[src/ppm_pkg.sv]
// Purpose: Shared constants, register map and types of the port pin mux.
// Assumes: Word-aligned Avalon-MM byte addresses, register index times four.
// Notes: Only bits 3..0 of port D registers are implemented.
package ppm_pkg;

  localparam int ADDR_W = 8;
  localparam int DATA_W = 32;
  localparam int IDX_W = 6;

  // Register indices; byte address is four times the index
  localparam logic [IDX_W-1:0] IDX_PULLUP = 6'h00;
  localparam logic [IDX_W-1:0] IDX_DATA = 6'h01;
  localparam logic [IDX_W-1:0] IDX_DIR = 6'h02;
  localparam logic [IDX_W-1:0] IDX_PERIPH_EN = 6'h03;
  localparam logic [IDX_W-1:0] IDX_IRQ_ASSERT = 6'h04;
  localparam logic [IDX_W-1:0] IDX_IRQ_EN = 6'h05;
  localparam logic [IDX_W-1:0] IDX_IRQ_POL = 6'h06;
  localparam logic [IDX_W-1:0] IDX_IRQ_PEND = 6'h07;
  localparam logic [IDX_W-1:0] IDX_EDGE_SEEN = 6'h08;
  localparam logic [IDX_W-1:0] IDX_PUSH_PULL = 6'h09;
  localparam logic [IDX_W-1:0] IDX_RAW_LEVEL = 6'h0a;
  localparam logic [IDX_W-1:0] IDX_DRIVE = 6'h0b;
  localparam logic [IDX_W-1:0] IDX_PB_GPIO = 6'h0c;
  localparam logic [IDX_W-1:0] IDX_PSEL = 6'h0d;
  localparam logic [IDX_W-1:0] IDX_PLL_CTRL = 6'h0e;
  localparam logic [IDX_W-1:0] IDX_PC_ANALOG = 6'h0f;
  localparam logic [IDX_W-1:0] IDX_INT_STAT = 6'h10;
  localparam logic [IDX_W-1:0] IDX_INT_CLR = 6'h11;
  localparam logic [IDX_W-1:0] IDX_INT_EN = 6'h12;

  // Reset values
  localparam logic [3:0] RST_PULLUP = 4'hf;
  localparam logic [3:0] RST_PERIPH_EN = 4'hf;
  localparam logic [3:0] RST_PUSH_PULL = 4'hf;
  localparam logic [3:0] RST_ZERO4 = 4'h0;
  localparam logic [7:0] RST_PB_GPIO = 8'h00;
  localparam logic [7:0] RST_PSEL = 8'h00;
  localparam logic [7:0] RST_PC_ANALOG = 8'hff;

  // Field positions
  localparam int PB_DIR_LSB = 4;
  localparam int PSEL_ALT_LSB = 4;
  localparam int PLL_EXTCLK_BIT = 0;
  localparam int STAT_W = 2;
  localparam int STAT_TAP_RESET = 0;
  localparam int STAT_PD_EDGE = 1;
  localparam int PD_TCK_BIT = 2;
  localparam int PD_TMS_BIT = 3;
  localparam int PD_TDO_BIT = 1;
  localparam int PD_TDI_BIT = 0;

  // Consecutive TMS-high TCK edges that force the TAP reset state
  localparam logic [2:0] TMS_RESET_EDGES = 3'h5;

  typedef enum logic [3:0] {
    TAP_RESET = 4'h0, TAP_IDLE = 4'h1, TAP_SEL_DR = 4'h2, TAP_CAP_DR = 4'h3,
    TAP_SH_DR = 4'h4, TAP_EX1_DR = 4'h5, TAP_PA_DR = 4'h6, TAP_EX2_DR = 4'h7,
    TAP_UP_DR = 4'h8, TAP_SEL_IR = 4'h9, TAP_CAP_IR = 4'ha, TAP_SH_IR = 4'hb,
    TAP_EX1_IR = 4'hc, TAP_PA_IR = 4'hd, TAP_EX2_IR = 4'he, TAP_UP_IR = 4'hf
  } ppm_tap_state_e;

  // Drive requests from on-chip peripherals toward port B pins 4..7
  typedef struct packed {
    logic t0_out;
    logic t0_oe;
    logic clock_output;
    logic t1_out;
    logic t1_oe;
    logic txd;
    logic sda_pull_low;
    logic scl_pull_low;
  } ppm_pb_drive_s;

  // Pin levels delivered back to on-chip peripherals
  typedef struct packed {
    logic t0_in;
    logic t1_in;
    logic pwm_fault_input_3;
    logic rxd;
    logic sda_in;
    logic scl_in;
    logic ext_clk;
  } ppm_pb_sense_s;

endpackage : ppm_pkg

[src/ppm_tap_ctrl.sv]
// Purpose: Boundary-scan TAP state machine stepped by sampled TCK edges.
// Assumes: tck_rise is a one-cycle pulse; tms and tdi are already synchronised.
// Notes: Only the bypass path is scanned; no test-reset input exists.
`timescale 1ns/100ps
module ppm_tap_ctrl (
  input wire logic clk,
  input wire logic rst,
  input wire logic tck_rise,
  input wire logic tms,
  input wire logic tdi,
  output ppm_pkg::ppm_tap_state_e state,
  output logic tdo,
  output logic tdo_en,
  output logic tms_reset
);
  ppm_pkg::ppm_tap_state_e state_r, state_nxt;
  logic bypass_r;
  logic tdo_r;
  logic tdo_en_r;
  logic tms_reset_r;
  logic [2:0] tms_cnt_r;

  // Standard sixteen-state walk, advanced only on a TCK rise
  always_comb begin
    state_nxt = state_r;
    if (tck_rise) begin
      case (state_r)
        ppm_pkg::TAP_RESET: state_nxt = tms ? ppm_pkg::TAP_RESET : ppm_pkg::TAP_IDLE;
        ppm_pkg::TAP_IDLE: state_nxt = tms ? ppm_pkg::TAP_SEL_DR : ppm_pkg::TAP_IDLE;
        ppm_pkg::TAP_SEL_DR: state_nxt = tms ? ppm_pkg::TAP_SEL_IR : ppm_pkg::TAP_CAP_DR;
        ppm_pkg::TAP_CAP_DR: state_nxt = tms ? ppm_pkg::TAP_EX1_DR : ppm_pkg::TAP_SH_DR;
        ppm_pkg::TAP_SH_DR: state_nxt = tms ? ppm_pkg::TAP_EX1_DR : ppm_pkg::TAP_SH_DR;
        ppm_pkg::TAP_EX1_DR: state_nxt = tms ? ppm_pkg::TAP_UP_DR : ppm_pkg::TAP_PA_DR;
        ppm_pkg::TAP_PA_DR: state_nxt = tms ? ppm_pkg::TAP_EX2_DR : ppm_pkg::TAP_PA_DR;
        ppm_pkg::TAP_EX2_DR: state_nxt = tms ? ppm_pkg::TAP_UP_DR : ppm_pkg::TAP_SH_DR;
        ppm_pkg::TAP_UP_DR: state_nxt = tms ? ppm_pkg::TAP_SEL_DR : ppm_pkg::TAP_IDLE;
        ppm_pkg::TAP_SEL_IR: state_nxt = tms ? ppm_pkg::TAP_RESET : ppm_pkg::TAP_CAP_IR;
        ppm_pkg::TAP_CAP_IR: state_nxt = tms ? ppm_pkg::TAP_EX1_IR : ppm_pkg::TAP_SH_IR;
        ppm_pkg::TAP_SH_IR: state_nxt = tms ? ppm_pkg::TAP_EX1_IR : ppm_pkg::TAP_SH_IR;
        ppm_pkg::TAP_EX1_IR: state_nxt = tms ? ppm_pkg::TAP_UP_IR : ppm_pkg::TAP_PA_IR;
        ppm_pkg::TAP_PA_IR: state_nxt = tms ? ppm_pkg::TAP_EX2_IR : ppm_pkg::TAP_PA_IR;
        ppm_pkg::TAP_EX2_IR: state_nxt = tms ? ppm_pkg::TAP_UP_IR : ppm_pkg::TAP_SH_IR;
        ppm_pkg::TAP_UP_IR: state_nxt = tms ? ppm_pkg::TAP_SEL_DR : ppm_pkg::TAP_IDLE;
        default: state_nxt = ppm_pkg::TAP_RESET;
      endcase
    end
  end

  // Power-on reset is the only asynchronous-free way in besides TMS
  always_ff @(posedge clk) begin
    if (rst) begin
      state_r <= ppm_pkg::TAP_RESET;
    end else begin
      state_r <= state_nxt;
    end
  end

  // Count consecutive TMS-high edges, saturating at the reset figure
  always_ff @(posedge clk) begin
    if (rst) begin
      tms_cnt_r <= 3'h0;
    end else if (tck_rise) begin
      if (!tms) begin
        tms_cnt_r <= 3'h0;
      end else if (tms_cnt_r != ppm_pkg::TMS_RESET_EDGES) begin
        tms_cnt_r <= tms_cnt_r + 3'h1;
      end
    end
  end

  // Pulse when the TMS walk lands in reset from elsewhere
  always_ff @(posedge clk) begin
    if (rst) begin
      tms_reset_r <= 1'b0;
    end else begin
      tms_reset_r <= (state_nxt == ppm_pkg::TAP_RESET) && (state_r != ppm_pkg::TAP_RESET);
    end
  end

  // Bypass cell; capture clears it so a fresh scan starts at zero
  always_ff @(posedge clk) begin
    if (rst) begin
      bypass_r <= 1'b0;
      tdo_r <= 1'b0;
      tdo_en_r <= 1'b0;
    end else begin
      if (tck_rise && (state_r == ppm_pkg::TAP_CAP_DR || state_r == ppm_pkg::TAP_CAP_IR)) begin
        bypass_r <= 1'b0;
      end else if (tck_rise && (state_r == ppm_pkg::TAP_SH_DR || state_r == ppm_pkg::TAP_SH_IR)) begin
        bypass_r <= tdi;
      end
      tdo_r <= bypass_r;
      tdo_en_r <= (state_r == ppm_pkg::TAP_SH_DR) || (state_r == ppm_pkg::TAP_SH_IR);
    end
  end

  assign state = state_r;
  assign tdo = tdo_r;
  assign tdo_en = tdo_en_r;
  assign tms_reset = tms_reset_r;

  property p_tap_por;
    @(posedge clk) rst |=> state_r == ppm_pkg::TAP_RESET;
  endproperty
  a_tap_por: assert property (p_tap_por) else $error("TAP not in reset after power-on");

  property p_tap_five;
    @(posedge clk) disable iff (rst) tms_cnt_r == ppm_pkg::TMS_RESET_EDGES |-> state_r == ppm_pkg::TAP_RESET;
  endproperty
  a_tap_five: assert property (p_tap_five) else $error("Five TMS edges did not reset TAP");

  property p_tap_hold;
    @(posedge clk) disable iff (rst)
      (state_r == ppm_pkg::TAP_RESET && !(tck_rise && !tms)) |=> state_r == ppm_pkg::TAP_RESET;
  endproperty
  a_tap_hold: assert property (p_tap_hold) else $error("TAP left reset without TMS low edge");

endmodule : ppm_tap_ctrl

[src/ppm_port_mux.sv]
// Purpose: Pin-function mux for port B 4..7, port C analog and port D TAP pins.
// Assumes: Avalon-MM master holds a request until waitrequest is seen low.
// Notes: Pin levels pass a two-flop synchroniser before any logic.
`timescale 1ns/100ps
module ppm_port_mux (
  input wire logic CLK_SYS,
  input wire logic RST,
  input wire logic [7:0] ADDRESS,
  input wire logic READ,
  input wire logic WRITE,
  input wire logic [3:0] BYTEENABLE,
  input wire logic [31:0] WRITEDATA,
  output logic [31:0] READDATA,
  output logic WAITREQUEST,
  output logic IRQ,
  input wire logic [3:0] PB_IN,
  output logic [3:0] PB_OUT,
  output logic [3:0] PB_OE_N,
  input wire ppm_pkg::ppm_pb_drive_s PERIPH_DRIVE,
  output ppm_pkg::ppm_pb_sense_s PERIPH_SENSE,
  output logic [7:0] PC_ANALOG_EN,
  input wire logic [3:0] PD_IN,
  output logic [3:0] PD_OUT,
  output logic [3:0] PD_OE_N,
  output logic [3:0] PD_PULLUP_EN,
  output logic [3:0] PD_DRIVE_HI,
  output logic [3:0] PD_PUSH_PULL
);
  logic [ppm_pkg::IDX_W-1:0] idx;
  logic wait_r, take, wr_go;
  logic [31:0] rdata_r;
  logic [15:0] rd_mux;
  logic [3:0] wd4;
  logic [7:0] wd8;
  logic [3:0] pullup_r, data_r, dir_r, periph_en_r, irq_assert_r, irq_en_r;
  logic [3:0] irq_pol_r, edge_seen_r, push_pull_r, drive_r, edge_seen_nxt;
  logic [7:0] pb_gpio_r, psel_r, pc_analog_r;
  logic pll_extclk_r;
  logic [ppm_pkg::STAT_W-1:0] stat_r, stat_en_r, stat_nxt, stat_clr;
  logic irq_r;
  logic [7:0] pin_s1_r, pin_s2_r;
  logic [3:0] pd_prev_r, pd_lvl, pd_hit, pd_clr;
  logic [3:0] pb_lvl, pb_out_nxt, pb_oe_n_nxt, pb_out_r, pb_oe_n_r;
  logic [3:0] pd_out_nxt, pd_oe_n_nxt, pd_out_r, pd_oe_n_r;
  ppm_pkg::ppm_pb_sense_s sense_nxt, sense_r;
  logic tck_lvl, tck_prev_r, tck_rise, tms_lvl, tdi_lvl;
  logic tap_tdo, tap_tdo_en, tap_rst_pulse;

  assign idx = ADDRESS[7:2];
  assign take = (READ || WRITE) && wait_r;
  assign wr_go = WRITE && !wait_r && BYTEENABLE[0];
  assign wd4 = WRITEDATA[3:0];
  assign wd8 = WRITEDATA[7:0];

  // One wait cycle per access: waitrequest drops for exactly one cycle
  always_ff @(posedge CLK_SYS) begin
    if (RST) begin
      wait_r <= 1'b1;
    end else begin
      wait_r <= !take;
    end
  end

  // Read mux; port D fields sit in the low nibble, upper bits read zero
  always_comb begin
    rd_mux = 16'h0000;
    case (idx)
      ppm_pkg::IDX_PULLUP: rd_mux = {12'h000, pullup_r};
      ppm_pkg::IDX_DATA: rd_mux = {12'h000, data_r};
      ppm_pkg::IDX_DIR: rd_mux = {12'h000, dir_r};
      ppm_pkg::IDX_PERIPH_EN: rd_mux = {12'h000, periph_en_r};
      ppm_pkg::IDX_IRQ_ASSERT: rd_mux = {12'h000, irq_assert_r};
      ppm_pkg::IDX_IRQ_EN: rd_mux = {12'h000, irq_en_r};
      ppm_pkg::IDX_IRQ_POL: rd_mux = {12'h000, irq_pol_r};
      ppm_pkg::IDX_IRQ_PEND: rd_mux = {12'h000, (edge_seen_r | irq_assert_r) & irq_en_r};
      ppm_pkg::IDX_EDGE_SEEN: rd_mux = {12'h000, edge_seen_r};
      ppm_pkg::IDX_PUSH_PULL: rd_mux = {12'h000, push_pull_r};
      ppm_pkg::IDX_RAW_LEVEL: rd_mux = {12'h000, pd_lvl};
      ppm_pkg::IDX_DRIVE: rd_mux = {12'h000, drive_r};
      ppm_pkg::IDX_PB_GPIO: rd_mux = {8'h00, pb_gpio_r};
      ppm_pkg::IDX_PSEL: rd_mux = {8'h00, psel_r};
      ppm_pkg::IDX_PLL_CTRL: rd_mux = {15'h0000, pll_extclk_r};
      ppm_pkg::IDX_PC_ANALOG: rd_mux = {8'h00, pc_analog_r};
      ppm_pkg::IDX_INT_STAT: rd_mux = {14'h0000, stat_r};
      ppm_pkg::IDX_INT_EN: rd_mux = {14'h0000, stat_en_r};
      default: rd_mux = 16'h0000; // Unmapped and write-only read as zero
    endcase
  end

  // Read data is latched as the request is taken and stands while waitrequest is low
  always_ff @(posedge CLK_SYS) begin
    if (RST) begin
      rdata_r <= 32'h00000000;
    end else if (take) begin
      rdata_r <= READ ? {16'h0000, rd_mux} : 32'h00000000;
    end
  end

  // Port D control registers
  always_ff @(posedge CLK_SYS) begin
    if (RST) begin
      pullup_r <= ppm_pkg::RST_PULLUP;
      data_r <= ppm_pkg::RST_ZERO4;
      dir_r <= ppm_pkg::RST_ZERO4;
      periph_en_r <= ppm_pkg::RST_PERIPH_EN;
      irq_assert_r <= ppm_pkg::RST_ZERO4;
      irq_en_r <= ppm_pkg::RST_ZERO4;
      irq_pol_r <= ppm_pkg::RST_ZERO4;
      push_pull_r <= ppm_pkg::RST_PUSH_PULL;
      drive_r <= ppm_pkg::RST_ZERO4;
    end else if (wr_go) begin
      if (idx == ppm_pkg::IDX_PULLUP) pullup_r <= wd4;
      if (idx == ppm_pkg::IDX_DATA) data_r <= wd4;
      if (idx == ppm_pkg::IDX_DIR) dir_r <= wd4;
      if (idx == ppm_pkg::IDX_PERIPH_EN) periph_en_r <= wd4;
      if (idx == ppm_pkg::IDX_IRQ_ASSERT) irq_assert_r <= wd4;
      if (idx == ppm_pkg::IDX_IRQ_EN) irq_en_r <= wd4;
      if (idx == ppm_pkg::IDX_IRQ_POL) irq_pol_r <= wd4;
      if (idx == ppm_pkg::IDX_PUSH_PULL) push_pull_r <= wd4;
      if (idx == ppm_pkg::IDX_DRIVE) drive_r <= wd4;
    end
  end

  // Port B, port C, clock-generation and interrupt-enable control registers
  always_ff @(posedge CLK_SYS) begin
    if (RST) begin
      pb_gpio_r <= ppm_pkg::RST_PB_GPIO;
      psel_r <= ppm_pkg::RST_PSEL;
      pll_extclk_r <= 1'b0;
      pc_analog_r <= ppm_pkg::RST_PC_ANALOG;
      stat_en_r <= '0;
    end else if (wr_go) begin
      if (idx == ppm_pkg::IDX_PB_GPIO) pb_gpio_r <= wd8;
      if (idx == ppm_pkg::IDX_PSEL) psel_r <= wd8;
      if (idx == ppm_pkg::IDX_PLL_CTRL) pll_extclk_r <= WRITEDATA[ppm_pkg::PLL_EXTCLK_BIT];
      if (idx == ppm_pkg::IDX_PC_ANALOG) pc_analog_r <= wd8;
      if (idx == ppm_pkg::IDX_INT_EN) stat_en_r <= WRITEDATA[ppm_pkg::STAT_W-1:0];
    end
  end

  // Two-flop synchroniser for all pin inputs; stage one feeds only stage two
  always_ff @(posedge CLK_SYS) begin
    if (RST) begin
      pin_s1_r <= 8'h00;
      pin_s2_r <= 8'h00;
      pd_prev_r <= 4'h0;
      tck_prev_r <= 1'b0;
    end else begin
      pin_s1_r <= {PD_IN, PB_IN};
      pin_s2_r <= pin_s1_r;
      pd_prev_r <= pd_lvl;
      tck_prev_r <= tck_lvl;
    end
  end

  assign pb_lvl = pin_s2_r[3:0];
  assign pd_lvl = pin_s2_r[7:4];
  // TAP inputs are tied to idle levels in logic when the pin is GPIO: TCK low, TMS and TDI high
  assign tck_lvl = periph_en_r[ppm_pkg::PD_TCK_BIT] && pd_lvl[ppm_pkg::PD_TCK_BIT];
  assign tms_lvl = !periph_en_r[ppm_pkg::PD_TMS_BIT] || pd_lvl[ppm_pkg::PD_TMS_BIT];
  assign tdi_lvl = !periph_en_r[ppm_pkg::PD_TDI_BIT] || pd_lvl[ppm_pkg::PD_TDI_BIT];
  assign tck_rise = tck_lvl && !tck_prev_r;

  // TAP state machine; only power-on reset and TMS reach its reset state
  ppm_tap_ctrl u_tap (
    .clk(CLK_SYS),
    .rst(RST),
    .tck_rise(tck_rise),
    .tms(tms_lvl),
    .tdi(tdi_lvl),
    .state(),
    .tdo(tap_tdo),
    .tdo_en(tap_tdo_en),
    .tms_reset(tap_rst_pulse)
  );

  // Port D edge capture: polarity 0 rising, 1 falling; set beats a write-one clear
  assign pd_hit = irq_en_r & ((~irq_pol_r & pd_lvl & ~pd_prev_r) | (irq_pol_r & ~pd_lvl & pd_prev_r));
  assign pd_clr = (wr_go && idx == ppm_pkg::IDX_EDGE_SEEN) ? wd4 : 4'h0;
  assign edge_seen_nxt = (edge_seen_r & ~pd_clr) | pd_hit;
  assign stat_clr = (wr_go && idx == ppm_pkg::IDX_INT_CLR) ? WRITEDATA[ppm_pkg::STAT_W-1:0] : '0;

  always_comb begin
    stat_nxt = stat_r & ~stat_clr;
    stat_nxt[ppm_pkg::STAT_TAP_RESET] = stat_nxt[ppm_pkg::STAT_TAP_RESET] | tap_rst_pulse;
    stat_nxt[ppm_pkg::STAT_PD_EDGE] = stat_nxt[ppm_pkg::STAT_PD_EDGE] | (|pd_hit);
  end

  // Sticky status and level interrupt, one cycle behind the status
  always_ff @(posedge CLK_SYS) begin
    if (RST) begin
      edge_seen_r <= 4'h0;
      stat_r <= '0;
      irq_r <= 1'b0;
    end else begin
      edge_seen_r <= edge_seen_nxt;
      stat_r <= stat_nxt;
      irq_r <= |(stat_r & stat_en_r);
    end
  end

  // Port B mux: low psel bits enable the peripheral, high bits pick the alternate
  always_comb begin
    for (int i = 0; i < 4; i++) begin
      pb_out_nxt[i] = pb_gpio_r[i];
      pb_oe_n_nxt[i] = !pb_gpio_r[ppm_pkg::PB_DIR_LSB + i];
    end
    sense_nxt = '0;
    if (psel_r[0]) begin
      pb_out_nxt[0] = psel_r[ppm_pkg::PSEL_ALT_LSB] ? PERIPH_DRIVE.clock_output : PERIPH_DRIVE.t0_out;
      pb_oe_n_nxt[0] = psel_r[ppm_pkg::PSEL_ALT_LSB] ? 1'b0 : !PERIPH_DRIVE.t0_oe;
      sense_nxt.t0_in = !psel_r[ppm_pkg::PSEL_ALT_LSB] && pb_lvl[0];
    end
    if (psel_r[1]) begin
      pb_out_nxt[1] = PERIPH_DRIVE.t1_out;
      pb_oe_n_nxt[1] = psel_r[ppm_pkg::PSEL_ALT_LSB + 1] || !PERIPH_DRIVE.t1_oe;
      sense_nxt.t1_in = !psel_r[ppm_pkg::PSEL_ALT_LSB + 1] && pb_lvl[1];
      sense_nxt.pwm_fault_input_3 = psel_r[ppm_pkg::PSEL_ALT_LSB + 1] && pb_lvl[1];
    end
    if (psel_r[2]) begin
      pb_out_nxt[2] = 1'b0; // SDA is open drain: only pulls low
      pb_oe_n_nxt[2] = !(psel_r[ppm_pkg::PSEL_ALT_LSB + 2] && PERIPH_DRIVE.sda_pull_low);
      sense_nxt.rxd = !psel_r[ppm_pkg::PSEL_ALT_LSB + 2] && pb_lvl[2];
      sense_nxt.sda_in = psel_r[ppm_pkg::PSEL_ALT_LSB + 2] && pb_lvl[2];
    end
    if (psel_r[3]) begin
      pb_out_nxt[3] = psel_r[ppm_pkg::PSEL_ALT_LSB + 3] ? 1'b0 : PERIPH_DRIVE.txd;
      pb_oe_n_nxt[3] = psel_r[ppm_pkg::PSEL_ALT_LSB + 3] ? !PERIPH_DRIVE.scl_pull_low : 1'b0;
      sense_nxt.scl_in = psel_r[ppm_pkg::PSEL_ALT_LSB + 3] && pb_lvl[3];
    end
    // External clock bypasses the select register entirely
    sense_nxt.ext_clk = pll_extclk_r && pb_lvl[2];
  end

  // Port D: GPIO drive honours open-drain mode; TDO pin follows the TAP shift
  always_comb begin
    for (int i = 0; i < 4; i++) begin
      pd_out_nxt[i] = data_r[i];
      pd_oe_n_nxt[i] = periph_en_r[i] || !dir_r[i] || (!push_pull_r[i] && data_r[i]);
    end
    if (periph_en_r[ppm_pkg::PD_TDO_BIT]) begin
      pd_out_nxt[ppm_pkg::PD_TDO_BIT] = tap_tdo;
      pd_oe_n_nxt[ppm_pkg::PD_TDO_BIT] = !tap_tdo_en;
    end
  end

  // Pin and peripheral outputs all leave from flops
  always_ff @(posedge CLK_SYS) begin
    if (RST) begin
      pb_out_r <= 4'h0;
      pb_oe_n_r <= 4'hf;
      pd_out_r <= 4'h0;
      pd_oe_n_r <= 4'hf;
      sense_r <= '0;
    end else begin
      pb_out_r <= pb_out_nxt;
      pb_oe_n_r <= pb_oe_n_nxt;
      pd_out_r <= pd_out_nxt;
      pd_oe_n_r <= pd_oe_n_nxt;
      sense_r <= sense_nxt;
    end
  end

  assign READDATA = rdata_r;
  assign WAITREQUEST = wait_r;
  assign IRQ = irq_r;
  assign PB_OUT = pb_out_r;
  assign PB_OE_N = pb_oe_n_r;
  assign PERIPH_SENSE = sense_r;
  assign PC_ANALOG_EN = pc_analog_r;
  assign PD_OUT = pd_out_r;
  assign PD_OE_N = pd_oe_n_r;
  assign PD_PULLUP_EN = pullup_r;
  assign PD_DRIVE_HI = drive_r;
  assign PD_PUSH_PULL = push_pull_r;

  property p_pb_gpio;
    @(posedge CLK_SYS) disable iff (RST)
      (!psel_r[0] && pb_gpio_r[ppm_pkg::PB_DIR_LSB]) |=> (PB_OUT[0] == $past(pb_gpio_r[0]) && !PB_OE_N[0]);
  endproperty
  a_pb_gpio: assert property (p_pb_gpio) else $error("Port B pin 4 GPIO drive wrong");

  property p_pb_rxd;
    @(posedge CLK_SYS) disable iff (RST)
      (psel_r[2] && !psel_r[ppm_pkg::PSEL_ALT_LSB + 2]) |=> (PERIPH_SENSE.rxd == $past(pb_lvl[2]) && PB_OE_N[2]);
  endproperty
  a_pb_rxd: assert property (p_pb_rxd) else $error("Port B pin 6 receive routing wrong");

  property p_ext_clk;
    @(posedge CLK_SYS) disable iff (RST) 1'b1 |=> PERIPH_SENSE.ext_clk == $past(pll_extclk_r && pb_lvl[2]);
  endproperty
  a_ext_clk: assert property (p_ext_clk) else $error("External clock input gating wrong");

  property p_pc_reset;
    @(posedge CLK_SYS) $past(RST) |-> PC_ANALOG_EN == ppm_pkg::RST_PC_ANALOG;
  endproperty
  a_pc_reset: assert property (p_pc_reset) else $error("Port C not analog after reset");

  property p_pd_upper;
    @(posedge CLK_SYS) disable iff (RST)
      (!WAITREQUEST && READ && idx <= ppm_pkg::IDX_DRIVE) |-> READDATA[31:4] == 28'h0000000;
  endproperty
  a_pd_upper: assert property (p_pd_upper) else $error("Port D upper bits not zero");

  property p_psel_reset;
    @(posedge CLK_SYS) $past(RST) |-> (psel_r == ppm_pkg::RST_PSEL && PB_OE_N == 4'hf);
  endproperty
  a_psel_reset: assert property (p_psel_reset) else $error("Select register not at first function");

  property p_bus_answer;
    @(posedge CLK_SYS) disable iff (RST) ((READ || WRITE) && WAITREQUEST) |=> !WAITREQUEST ##1 WAITREQUEST;
  endproperty
  a_bus_answer: assert property (p_bus_answer) else $error("Bus answer not one cycle");

  property p_edge_wins;
    @(posedge CLK_SYS) disable iff (RST) (|pd_hit) |=> (edge_seen_r & $past(pd_hit)) == $past(pd_hit);
  endproperty
  a_edge_wins: assert property (p_edge_wins) else $error("Edge lost against clear");

endmodule : ppm_port_mux

[config.mk]
export PLATFORM = sky130hd
export DESIGN_NAME = ppm_port_mux
export DESIGN_NICKNAME = d
export VERILOG_FILES = /design/src/ppm_pkg.sv /design/src/ppm_tap_ctrl.sv /design/src/ppm_port_mux.sv
export SDC_FILE = /design/constraint.sdc
export NUM_CORES = 1
export LEC_CHECK = 0
export BUFFER_PORTS_ARGS = -buffer_cell sky130_fd_sc_hd__buf_2
export CAP_MARGIN = 20
export CORE_ASPECT_RATIO = 1.75
export CORE_MARGIN = 1
export CORE_UTILIZATION = 35
export DETAILED_ROUTE_END_ITERATION = 10
export GPL_TIMING_DRIVEN = 0
export HOLD_SLACK_MARGIN = 0.12
export MAX_ROUTING_LAYER = met4
export PLACE_DENSITY = 0.59
export SLEW_MARGIN = 40
export SYNTH_ARGS = -nofsm -noshare
export SYNTH_HDL_FRONTEND = slang
export SYNTH_SLANG_ARGS = --single-unit
[constraint.sdc]
create_clock -name CLK_SYS -period 2.1 [get_ports CLK_SYS]
set_clock_uncertainty 0.05 [all_clocks]
set_input_delay 0.42 -clock CLK_SYS [delete_from_list [all_inputs] [get_ports CLK_SYS]]
set_output_delay 0.42 -clock CLK_SYS [all_outputs]
set_load 0.01 [all_outputs]
==> metrics.md <==
| Metric | Value |
|---|---|
| Slew Limit Fails | `0` |
| TritonCTS clock tree | `yes` |
| DIE AREA | `0.0170 mm²` |
| Crit path max fanout | `7` |
| HP Class | `in2reg` |
| Crit-path leading delay family | `simple AND/OR/NAND/NOR gates` |
| Diode count | `0` |
| Syn Std Cell Area | `around 0.0058 mm²` |
| Final core occ | `44.7%` |
| Synth cell count leaders | `dfxtp_1 (131), nor2_1 (77), nand2_1 (62)` |
| Min Hold Slack | `between 0.15 and 0.2 ns` |
| WL final | `19200 µm` |
| Leakage power figure | `around 0.0028 µW` |
| Final setup vio count | `0` |
| Share of layout cells above drive strength 1 | `21.0%` |
| First-pass GRT wire length | `28900 µm` |
| RSZ-0062 raised after global routing | `no` |
| Max Freq | `between 0.4 and 0.5 GHz` |
| Syn. warnings | `0` |
| # hold bufs at CTS | `0` |
| EDFF count, synth | `0` |
| Top cells by area, synth | `dfxtp_1 (45%), mux2i_1 (8.8%), nor2_1 (5.0%)` |
| Area after DPL | `0.00653 mm²` |
| Initial Utilization | `36.0%` |
| Wire length per cell | `just under 20 µm` |
| TritonCTS Sinks | `about 130` |
| Drt initial violations | `~300` |
| Max_cap viols | `0` |
| CTS Buffer Depth | `2` |
| Arr. time, crit path | `2.26 ns` |
| Port Buffers | `86` |
| Post-synthesis sequential area ratio | `45.4%` |
| Cells after Synth | `650` |
| Peak supply drop | `0.481 mV` |
| Area share of the largest cell type after synthesis | `between 40 and 50%` |
| Yosys reg bits | `131` |
| Num CTS Buffers | `17` |
| Ys flop type | `dfxtp_1` |
| Routability-driven placement congestion ratio | `0.960` |
| Nets | `841` |
| Fin. Hold Viols | `0` |
| Initial antenna violation count | `0` |
| Post-route minimum period | `2.00 ns` |
| Drt pass-1 iters | `5` |
| Most common cell in the netlist | `dfxtp_1` |
| CP bufs+invs | `0` |
| Routed via count | `5241` |
| Root buffer cell | `clkbuf_16` |
| Core Footprint | `0.0160 mm²` |
| Critical Path End Type | `register` |
| Vias in the first global route | `5095` |
| Die height | `172 µm` |
| Final period util | `95.3%` |
| Placed cell count | `948` |
| Library cells used by synthesis | `60` |
| Critical Path Start Type | `register` |
| Max H-tree Level | `4` |
| CP Class | `reg2reg` |
| Async SR Flop Fraction | `0%` |
| Drt via density | `5.35` |
| Clk slew on worst S/H paths | `0.06 ns` |
| Slowest Stage Delay on Critical Path | `0.47 ns` |
| Setup Buffers After CTS | `0` |
| Ports | `141` |
| Clock latency on the worst-skew pair | `0.42 ns` |
| Slew headroom | `45.9%` |
| Remaining global-route overflow | `0` |
| Largest area contributor in the netlist | `dfxtp_1` |
| Post-DP HPWL | `14400 µm` |
| Pwr Total | `6110 µW` |
| Critical path cell sequence | `and3b_1 -> nand2_1 -> nor2_2 -> nor2b_1 -> a211o_1` |
| Post-Layout Cell Count | `979` |
| Num rows | `61` |
| # DRC | `0` |
| PD cells | `~850 mW/mm²` |
| Status | `finished, final reports clean` |
| Largest net degree at the start of global routing | `17` |
| Required time worst endpoint | `around 2.4 ns` |
| Die Wd | `99.1 µm` |
| Post-cts sizing count | `0` |
| Synth-to-layout area growth | `24.2%` |
| Post-route cell area | `roughly 0.0072 mm²` |
| Final antenna-violating net count | `0` |
| Worst slew pin tran | `0.805 ns` |
| Avg Cell Area, Syn | `8.88 µm²` |
| Slowest-stage cell, CP | `nor2_2` |
| Gr usage total | `23.9%` |
[flip-flops by register name, indices dropped and copies added (netlist names), 7 cells and up]
name          flops
pb_gpio_r         8
READDATA          8
PERIPH_SENSE      7
pin_s2_r          8
PC_ANALOG_EN      8
psel_r            8
pin_s1_r          8
[routing by layer]
metal | part of all wire (%) | wire length [µm] | global-route usage [%]
met5 | 0 | 0 | -
met4 | 9.0 | 1720 | 20.9
met3 | 4.6 | 877 | 4.08
met2 | 51 | 9830 | 41.9
met1 | 35 | 6750 | 22.5
[stage by stage]
| step | TNS (ns) | setup WS (ns) |
|---|---|---|
| 2_1_floorplan | 0 | 0.343 |
| 3_3_place_gp | -7.96 | -0.238 |
| 3_5_place_dp | -8.31 | -0.264 |
| 4_1_cts | 0 | 0.00826 |
| 5_1_grt | 0 | 0.0227 |
| 6_report | 0 | 0.0985 |
[cells in the final DEF (no fill, tap or decap), types with 4 or more instances in the layout]
cell / netlist / routed
a211o_1: 10 / 10
a21oi_1: 32 / 32
a22oi_1: 8 / 8
a31oi_1: 4 / 4
and2_1: 5 / 5
and3b_1: 6 / 6
buf_2: 9 / 95
buf_4: 25 / 25
clkbuf_1: 24 / 22
clkbuf_16: 0 / 17
conb_1: 1 / 24
dfxtp_1: 131 / 131
inv_1: 12 / 12
inv_6: 0 / 5
inv_8: 0 / 4
mux2i_1: 51 / 51
nand2_1: 62 / 62
nand2b_1: 8 / 8
nand3_1: 34 / 34
nand3b_1: 10 / 10
nor2_1: 77 / 74
nor2b_1: 34 / 34
nor3_1: 6 / 6
nor3b_1: 10 / 10
o211ai_1: 9 / 9
o21ai_0: 24 / 24
[report_power, final]
part | leakage, µW | total (µW) | internal [µW] | switching, µW
sequential | 0.00106 | 2520 | 2510 | 16.7
combinational | 0.00143 | 370 | 131 | 239
clock | 0.000310 | 3220 | 1930 | 1290
total | 0.00280 | 6110 | 4570 | 1540
[cell type report]
| type | count | area, µm² |
|---|---|---|
| Fill cell | 1598 | 8860 |
| Clock inverter | 15 | 211 |
| Clock buffer | 17 | 425 |
| Sequential cell | 131 | 2620 |
| Multi-Input combinational cell | 469 | 2870 |
| Tap cell | 189 | 236 |
| Buffer | 60 | 332 |
| Timing Repair Buffer | 86 | 430 |
| Inverter | 12 | 45.0 |
[cell families after synthesis]
family,Yosys count,share of synthesized area [%]
muxes,55,9.82
DFF,131,45.4
xor gates and xnor gates,2,0.303
buffers and inverters,73,6.57
AOI/OAI and AO/OA,113,12.9
other,1,0.0650
and+or+nand+nor,275,25.0
[final timing paths]
path	cells after the start	start	slack, ns	end
setup reg to reg	5	WAITREQUEST	0.1	PD_PUSH_PULL[1]
hold / removal	2	PD_IN[2]	0.16	pin_s1_r[6]
hold reg to reg	1	pin_s1_r[3]	0.38	pin_s2_r[3]
setup / recovery	5	WAITREQUEST	0.1	PD_PUSH_PULL[1]
(Power assumes the default switching activity.)
